===== src/wdt_prescaler.sv =====
`timescale 1ns/1ps
`default_nettype none

package wdt_pkg;
    // System clock and the divider ratios of the tick prescaler
    localparam int unsigned SYS_CLK_HZ = 25_000_000;
    localparam int unsigned DIV_SLOW = 16384;
    localparam int unsigned DIV_FAST = 256;
    localparam int unsigned CNT_W = 16;
    localparam int unsigned ADDR_W = 8;

    // Default interval: 256 fast ticks, 6.5 ms at a 10 MHz clock
    localparam int unsigned REF_CLK_HZ = 10_000_000;
    localparam int unsigned DEFAULT_TICKS = 256;
    localparam int unsigned DEFAULT_CYCLES = DEFAULT_TICKS * DIV_FAST;
    localparam int unsigned DEFAULT_INTERVAL_US =
        DEFAULT_CYCLES / (REF_CLK_HZ / 1_000_000);

    // Register byte offsets
    localparam logic [ADDR_W-1:0] OFS_CTRL = 8'h00;
    localparam logic [ADDR_W-1:0] OFS_CMD = 8'h04;
    localparam logic [ADDR_W-1:0] OFS_RELOAD = 8'h08;
    localparam logic [ADDR_W-1:0] OFS_COUNT = 8'h0c;
    localparam logic [ADDR_W-1:0] OFS_STATUS = 8'h10;
    localparam logic [ADDR_W-1:0] OFS_MASK = 8'h14;

    // Field positions
    localparam int unsigned CTRL_DIV_SEL = 0;
    localparam int unsigned CTRL_ENABLED = 1;
    localparam int unsigned CTRL_DIV_ACT = 2;
    localparam int unsigned CTRL_PREWARN = 3;
    localparam int unsigned CTRL_RST_REQ = 4;
    localparam int unsigned CMD_SERVICE = 0;
    localparam int unsigned CMD_DISABLE = 1;
    localparam int unsigned CMD_ENABLE = 2;
    localparam int unsigned EV_PREWARN = 0;
    localparam int unsigned EV_RST_REQ = 1;
    localparam int unsigned EV_W = 2;

    // Reset values
    localparam logic [CNT_W-1:0] RELOAD_RST = 16'hff00;
    localparam logic [CNT_W-1:0] COUNT_RST = 16'hff00;
    localparam logic DIV_SEL_RST = 1'h1;
    localparam logic ENABLED_RST = 1'h1;
    localparam logic [EV_W-1:0] MASK_RST = 2'h1;
    localparam logic [CNT_W-1:0] CNT_MAX = 16'hffff;

    typedef enum logic [0:0] {
        WDT_PH_NORMAL = 1'b0,
        WDT_PH_PREWARN = 1'b1
    } wdt_phase_t;

    typedef struct packed {
        logic psel;
        logic penable;
        logic pwrite;
        logic [ADDR_W-1:0] paddr;
        logic [31:0] pwdata;
    } wdt_apb_req_t;
endpackage

module wdt_prescaler
    import wdt_pkg::*;
#(
    parameter int unsigned SLOW_DIV = DIV_SLOW,
    parameter int unsigned FAST_DIV = DIV_FAST
)
(
    // Clock and reset
    input wire logic clock,
    input wire logic resetn,
    // Control
    input wire logic run,
    input wire logic clear,
    input wire logic fast_sel,
    // Tick out
    output logic tick
);
    localparam int unsigned PW = $clog2(SLOW_DIV);

    typedef struct packed {
        logic [PW-1:0] cnt;
    } wdt_psc_state_t;

    wdt_psc_state_t s_r;
    wdt_psc_state_t s_nxt;
    logic [PW-1:0] last;

    assign last = fast_sel ? PW'(FAST_DIV - 1) : PW'(SLOW_DIV - 1);
    assign tick = run && !clear && (s_r.cnt == last);

    always_comb
    begin
        s_nxt = s_r;
        if (clear)
        begin
            s_nxt.cnt = '0;
        end
        else if (run)
        begin
            s_nxt.cnt = tick ? '0 : s_r.cnt + PW'(1);
        end
    end

    always_ff @(posedge clock or negedge resetn)
    begin
        if (!resetn)
        begin
            s_r <= '0;
        end
        else
        begin
            s_r <= s_nxt;
        end
    end
endmodule

`default_nettype wire


===== src/wdt_top.sv =====
// Summary of operation
// Watchdog comes out of every reset already counting.
// Disable and enable commands stop and restart it at any time.
// Software must service before the counter overflows.
// Overflow raises the prewarning first, a reset request afterwards.
// Sixteen-bit counter stepped by a prescaler dividing by 16384 or 256.
// Counter loads its start value from the reload register.
// A service loads the reload value and clears the prescaler together.
// Reset defaults give 6.5 ms at a 10 MHz clock.
// At 80 MHz intervals span 3.2 us to 13.4 s.
// Counts up from reload, overflows past all-ones, holds when disabled.
// Divider selection is taken over at the next service or reload.
`timescale 1ns/1ps
`default_nettype none

module wdt_top
    import wdt_pkg::*;
#(
    parameter int unsigned SLOW_DIV = DIV_SLOW,
    parameter int unsigned FAST_DIV = DIV_FAST
)
(
    // Clock and reset
    input wire logic clock,
    input wire logic resetn,
    // APB slave
    input wire wdt_apb_req_t apb_req,
    output logic [31:0] prdata,
    output logic pready,
    output logic pslverr,
    // System side
    output logic irq,
    output logic wdt_reset_req
);
    typedef struct packed {
        logic enabled;
        logic div_sel_cfg;
        logic div_sel_act;
        wdt_phase_t phase;
        logic [CNT_W-1:0] reload;
        logic [CNT_W-1:0] count;
        logic [EV_W-1:0] status;
        logic [EV_W-1:0] mask;
        logic rst_req;
        logic irq;
        logic pready;
        logic pslverr;
        logic [31:0] prdata;
    } wdt_state_t;

    wdt_state_t s_r;
    wdt_state_t s_nxt;
    logic tick;
    logic wr_fire;
    logic rd_fire;
    logic svc;
    logic dis_cmd;
    logic en_cmd;
    logic overflow;
    logic [EV_W-1:0] ev_set;
    logic [EV_W-1:0] ev_clr;

    function automatic logic mapped(input logic [ADDR_W-1:0] a);
        mapped = (a == OFS_CTRL) || (a == OFS_CMD) || (a == OFS_RELOAD) ||
            (a == OFS_COUNT) || (a == OFS_STATUS) || (a == OFS_MASK);
    endfunction

    function automatic logic hit_wr(input wdt_apb_req_t r,
        input logic [ADDR_W-1:0] a, input logic fire);
        hit_wr = fire && r.pwrite && (r.paddr == a);
    endfunction

    // One wait state: the access cycle reads state, the next edge answers
    assign rd_fire = apb_req.psel && apb_req.penable && !s_r.pready;
    assign wr_fire = apb_req.psel && apb_req.penable && s_r.pready;

    // Instructions arrive as command register writes
    assign svc = hit_wr(apb_req, OFS_CMD, wr_fire) &&
        apb_req.pwdata[CMD_SERVICE];
    assign dis_cmd = hit_wr(apb_req, OFS_CMD, wr_fire) &&
        apb_req.pwdata[CMD_DISABLE];
    assign en_cmd = hit_wr(apb_req, OFS_CMD, wr_fire) &&
        apb_req.pwdata[CMD_ENABLE];

    assign overflow = tick && !svc && (s_r.count == CNT_MAX);

    wdt_prescaler #(
        .SLOW_DIV(SLOW_DIV),
        .FAST_DIV(FAST_DIV)
    ) u_psc (
        .clock(clock),
        .resetn(resetn),
        .run(s_r.enabled),
        .clear(svc),
        .fast_sel(s_r.div_sel_act),
        .tick(tick)
    );

    always_comb
    begin
        s_nxt = s_r;
        ev_set = '0;
        ev_clr = '0;

        // Counter and escalation
        if (svc)
        begin
            s_nxt.count = s_r.reload;
            s_nxt.div_sel_act = s_r.div_sel_cfg;
            s_nxt.phase = WDT_PH_NORMAL;
        end
        else if (overflow)
        begin
            s_nxt.count = s_r.reload;
            s_nxt.div_sel_act = s_r.div_sel_cfg;
            case (s_r.phase)
                WDT_PH_NORMAL:
                begin
                    s_nxt.phase = WDT_PH_PREWARN;
                    ev_set[EV_PREWARN] = 1'b1;
                end
                WDT_PH_PREWARN:
                begin
                    s_nxt.rst_req = 1'b1;
                    ev_set[EV_RST_REQ] = 1'b1;
                end
                default:
                begin
                    s_nxt.phase = WDT_PH_NORMAL;
                end
            endcase
        end
        else if (tick)
        begin
            s_nxt.count = s_r.count + CNT_W'(1);
        end

        // Disable wins if both command bits are written together
        if (dis_cmd)
        begin
            s_nxt.enabled = 1'b0;
        end
        else if (en_cmd)
        begin
            s_nxt.enabled = 1'b1;
        end

        // Register writes
        if (hit_wr(apb_req, OFS_CTRL, wr_fire))
        begin
            s_nxt.div_sel_cfg = apb_req.pwdata[CTRL_DIV_SEL];
        end
        else if (hit_wr(apb_req, OFS_RELOAD, wr_fire))
        begin
            s_nxt.reload = apb_req.pwdata[CNT_W-1:0];
        end
        else if (hit_wr(apb_req, OFS_STATUS, wr_fire))
        begin
            ev_clr = apb_req.pwdata[EV_W-1:0];
        end
        else if (hit_wr(apb_req, OFS_MASK, wr_fire))
        begin
            s_nxt.mask = apb_req.pwdata[EV_W-1:0];
        end

        // Sticky events: a set in the clearing cycle survives
        s_nxt.status = (s_r.status & ~ev_clr) | ev_set;
        s_nxt.irq = |(s_nxt.status & s_nxt.mask);

        // Bus answer
        s_nxt.pready = rd_fire;
        s_nxt.pslverr = rd_fire && !mapped(apb_req.paddr);
        s_nxt.prdata = '0;
        if (rd_fire && !apb_req.pwrite)
        begin
            if (apb_req.paddr == OFS_CTRL)
            begin
                s_nxt.prdata[CTRL_DIV_SEL] = s_r.div_sel_cfg;
                s_nxt.prdata[CTRL_ENABLED] = s_r.enabled;
                s_nxt.prdata[CTRL_DIV_ACT] = s_r.div_sel_act;
                s_nxt.prdata[CTRL_PREWARN] = s_r.phase == WDT_PH_PREWARN;
                s_nxt.prdata[CTRL_RST_REQ] = s_r.rst_req;
            end
            else if (apb_req.paddr == OFS_RELOAD)
            begin
                s_nxt.prdata[CNT_W-1:0] = s_r.reload;
            end
            else if (apb_req.paddr == OFS_COUNT)
            begin
                s_nxt.prdata[CNT_W-1:0] = s_r.count;
            end
            else if (apb_req.paddr == OFS_STATUS)
            begin
                s_nxt.prdata[EV_W-1:0] = s_r.status;
            end
            else if (apb_req.paddr == OFS_MASK)
            begin
                s_nxt.prdata[EV_W-1:0] = s_r.mask;
            end
        end
    end

    always_ff @(posedge clock or negedge resetn)
    begin
        if (!resetn)
        begin
            s_r.enabled <= ENABLED_RST;
            s_r.div_sel_cfg <= DIV_SEL_RST;
            s_r.div_sel_act <= DIV_SEL_RST;
            s_r.phase <= WDT_PH_NORMAL;
            s_r.reload <= RELOAD_RST;
            s_r.count <= COUNT_RST;
            s_r.status <= '0;
            s_r.mask <= MASK_RST;
            s_r.rst_req <= 1'b0;
            s_r.irq <= 1'b0;
            s_r.pready <= 1'b0;
            s_r.pslverr <= 1'b0;
            s_r.prdata <= '0;
        end
        else
        begin
            s_r <= s_nxt;
        end
    end

    // Every output is a flip-flop of the state record
    assign prdata = s_r.prdata;
    assign pready = s_r.pready;
    assign pslverr = s_r.pslverr;
    assign irq = s_r.irq;
    assign wdt_reset_req = s_r.rst_req;
endmodule

`default_nettype wire

===== config.mk =====
export PLATFORM = sky130hd
export DESIGN_NAME = wdt_top
export DESIGN_NICKNAME = d
export VERILOG_FILES = /design/src/wdt_prescaler.sv /design/src/wdt_top.sv
export SDC_FILE = /design/constraint.sdc
export NUM_CORES = 1
export LEC_CHECK = 0
export BUFFER_PORTS_ARGS = -buffer_cell sky130_fd_sc_hd__buf_2
export CAP_MARGIN = 30
export CORE_UTILIZATION = 25
export DETAILED_ROUTE_END_ITERATION = 10
export PLACE_DENSITY = 0.45
export SLEW_MARGIN = 20
export SYNTH_ARGS = -nofsm -noshare
export SYNTH_HDL_FRONTEND = slang
export SYNTH_SLANG_ARGS = --single-unit

===== constraint.sdc =====
create_clock -name clock -period 2.4 [get_ports clock]
set_input_delay 0.24 -clock clock [delete_from_list [all_inputs] [get_ports clock]]
set_output_delay 0.24 -clock clock [all_outputs]
set_load 0.05 [all_outputs]

==> impl_results.md <==
- Status: complete, no violations
- Pwr Density: ~580 nW/um2
- Min-delay src: apb_req[1]
- Number of synthesized flops with an enable pin: 0
- Worst-Margin Slew: 0.520 ns
- Routed Antenna Nets: 0
- Synth cell types: 66
- # DRC: 0
- Setup tns final: 0 ns
- Startpoint types: flop
- Final hold vios: 0
- Via count: 3,061
- Synth Flop Type: dfrtp_1
- Die Span Y: 132 um
- Async S/R FF share, synth: 1.00
- Largest fanout on the critical path: 12
- Crit path kind: flop to flop
- Worst VDD drop: about 0.0004 V
- Max-cap violation count: 0
- Die Footprint: 17,500 um2
- Clock buffer depth: 2
- IO Port Bufs: 48
- Worst hold path type: input pin to flop
- Final clock skew: ~0.0063 ns
- CTS tree: yes
- Post-CTS resize count: 0
- Initial Utilization: 0.256
- Cts bufs inserted: 9
- WP data required: ~2.6 ns
- Post-layout minimum cycle time: 2.09 ns
- Total congestion overflow: 0
- R2R Path Start: u_psc.s_r[10]$_DFFE_PN0P_
- Routed wire length: around 10,000 um
- Clk root buf: clkbuf_16
- Row count: between 40 and 50
- Reg-to-reg slack, setup: about 0.31 ns
- DR iter-0 viols: approximately 120
- Sequential area share after synthesis: 0.442
- Finished Cell Area: slightly below 5000 um2
- Sink Count: 74
- Final Net Count: approximately 500
- Slew headroom: 0.651
- Final Cycle Share: 0.869
- Core Footprint: roughly 17,000 um2
- Placer Congestion: between 0.7 and 0.8
- Vias per inst: roughly 4.6
- Worst-Skew Late Latency: 0.34 ns
- Die X: 132 um
- Top Ports: 81
- Arrival @ worst endpoint: 2.29 ns
- Most frequent cells in the layout: dfrtp_1, nor2_1, buf_2
- Slew Viols, Final: 0
- Synth-to-Final Area Change: 15.0%
- Hold WS: roughly 0.11 ns
- Reg clk slew, reported paths: ~0.060 ns
- CP Capture Type: flop
- GRT Util Overall: 0.124
- Antenna cells: 0
- Synth Register Bits: 74
- 1st-pass router iterations: 4
- Synthesized netlist cell count: ~400
- Worst setup startpoint: u_psc.s_r[10]$_DFFE_PN0P_
- Cell Area, Synth: approximately 4200 um2
- Largest net degree at the start of global routing: 75
- Vias in the first global route: ~3,100
- Initial antenna violation count: 0
- Mapped Avg Cell Area: 10.6 um2
- Pleak: around 2.2 nW
- H-tree Lvls: 3
- Commonest non-fill, non-tap cell in the layout: dfrtp_1
- First-pass GRT wire length: between 15,000 and 20,000 um
- DP HPWL: about 7000 um
- RSZ-0062 raised after global routing: no
- Cell Area, Placed: about 4600 um2
- Synth warn: 0
- Maximum clock frequency: 479 MHz
- DR WL/cell: around 15 um
- Setup violations, final: 0
- Ratio of cells with drive above 1 in the final layout: 0.313
-- power by group --
part           leakage (nW)  switching (mW)  internal, mW  total [mW]
Sequential            0.909         0.00998          1.26        1.27
Clock                 0.144           0.507         0.830        1.34
Combinational          1.13           0.156        0.0557       0.212
-- registers in the layout, summed over array words and instances, names as in the netlist --
signal,cells
s_r,40
prdata,16
u_psc.s_r,14
irq,1
pready,1
pslverr,1
wdt_reset_req,1
-- synth_stat cells (2+ instances only) --
library cell / n / area [um2]
a21oi_1: 13 / 65.1
dfstp_2: 20 / 526
nor3b_1: 3 / 22.5
o21a_1: 3 / 22.5
dfrtp_1: 54 / 1350
nor3_1: 11 / 55.1
nor4_1: 5 / 31.3
a31oi_1: 4 / 25.0
mux2i_1: 18 / 180
nor2b_1: 2 / 12.5
ha_1: 2 / 25.0
and4_1: 5 / 43.8
buf_4: 36 / 270
nand2b_1: 2 / 12.5
o21ai_0: 8 / 40.0
a32oi_1: 2 / 17.5
mux2_2: 14 / 158
mux2_4: 10 / 150
a41oi_1: 3 / 26.3
o221a_2: 3 / 33.8
nand3_1: 12 / 60.1
o22ai_1: 2 / 12.5
a22oi_1: 3 / 22.5
and2_1: 5 / 31.3
nor4_2: 2 / 25.0
a211oi_1: 5 / 37.5
inv_1: 6 / 22.5
nand4_1: 11 / 68.8
xnor2_1: 11 / 96.3
clkbuf_1: 6 / 22.5
nor4_4: 3 / 63.8
buf_2: 6 / 30.0
and3_1: 7 / 43.8
nor2_1: 50 / 188
nand2_1: 24 / 90.1
-- routing by layer --
| metal | track usage | up-vias | part of all wire |
|---|---|---|---|
| met5 | 0 | - | 0 |
| met4 | 0.0345 | 0 | 0.012 |
| met3 | 0.0404 | 10 | 0.044 |
| met2 | 0.199 | 57 | 0.47 |
| met1 | 0.159 | 1520 | 0.47 |
| li1 | - | 1474 | - |
-- repair_timing --
| action | in CTS | in global routing |
|---|---|---|
| setup buffers | 0 | 0 |
| hold buffers | 0 | 1 |
| hold endpoints to repair | 0 | 24 |
-- stage by stage --
step	utilization	setup slack (ns)	total power, mW	cells
4_1_cts	0.293	0.294	2.87	662
6_report	0.294	0.314	2.82	664
2_1_floorplan	-	0.358	1.44	417
3_5_place_dp	0.275	0.291	1.50	646
5_1_grt	0.294	0.159	2.96	664
3_3_place_gp	0.275	0.341	1.50	646
-- cells by family (layout without fill, tap and decap cells) --
| family | count (synthesis) | in the layout | share of synthesized area |
|---|---|---|---|
| buffers and inverters | 57 | 84 | 0.0870 |
| other | 1 | 16 | 0.000884 |
| xor gates and xnor gates | 12 | 12 | 0.0248 |
| and+or+nand+nor | 157 | 157 | 0.216 |
| muxes | 42 | 42 | 0.115 |
| DFF | 74 | 74 | 0.442 |
| AOI/OAI and AO/OA | 57 | 57 | 0.108 |
| adders and majority gates | 2 | 2 | 0.00590 |
-- critical path, stage by stage, from the launching register on --
cell and delay (ns):
dfrtp_1 0.44, nor3_1 0.47, o2bb2ai_4 0.27, nand2_2 0.23, nand2_1 0.41, nor2_1 0.11
-- cell type report --
class,instances,area (um2)
Multi-Input combinational cell,286,2050
Clock inverter,3,40.0
Fill cell,1761,11700
Inverter,6,22.5
Clock buffer,13,250
Tap cell,220,275
Timing Repair Buffer,62,363
Sequential cell,74,1880
-- path summary, 6_finish.rpt --
check                                                end  cells past startpoint
min in group asynchronous            prdata[6]$_DFF_PN0_                      2
max in group asynchronous              s_r[36]$_DFF_PN1_                      3
worst min register to register       s_r[55]$_DFFE_PN1P_                      2
worst min-delay path                 s_r[75]$_DFFE_PN1P_                      2
worst max-delay path            u_psc.s_r[7]$_DFFE_PN0P_                      5
worst max register to register  u_psc.s_r[7]$_DFFE_PN0P_                      5
No activity file was read; power rests on OpenSTA's default activity.
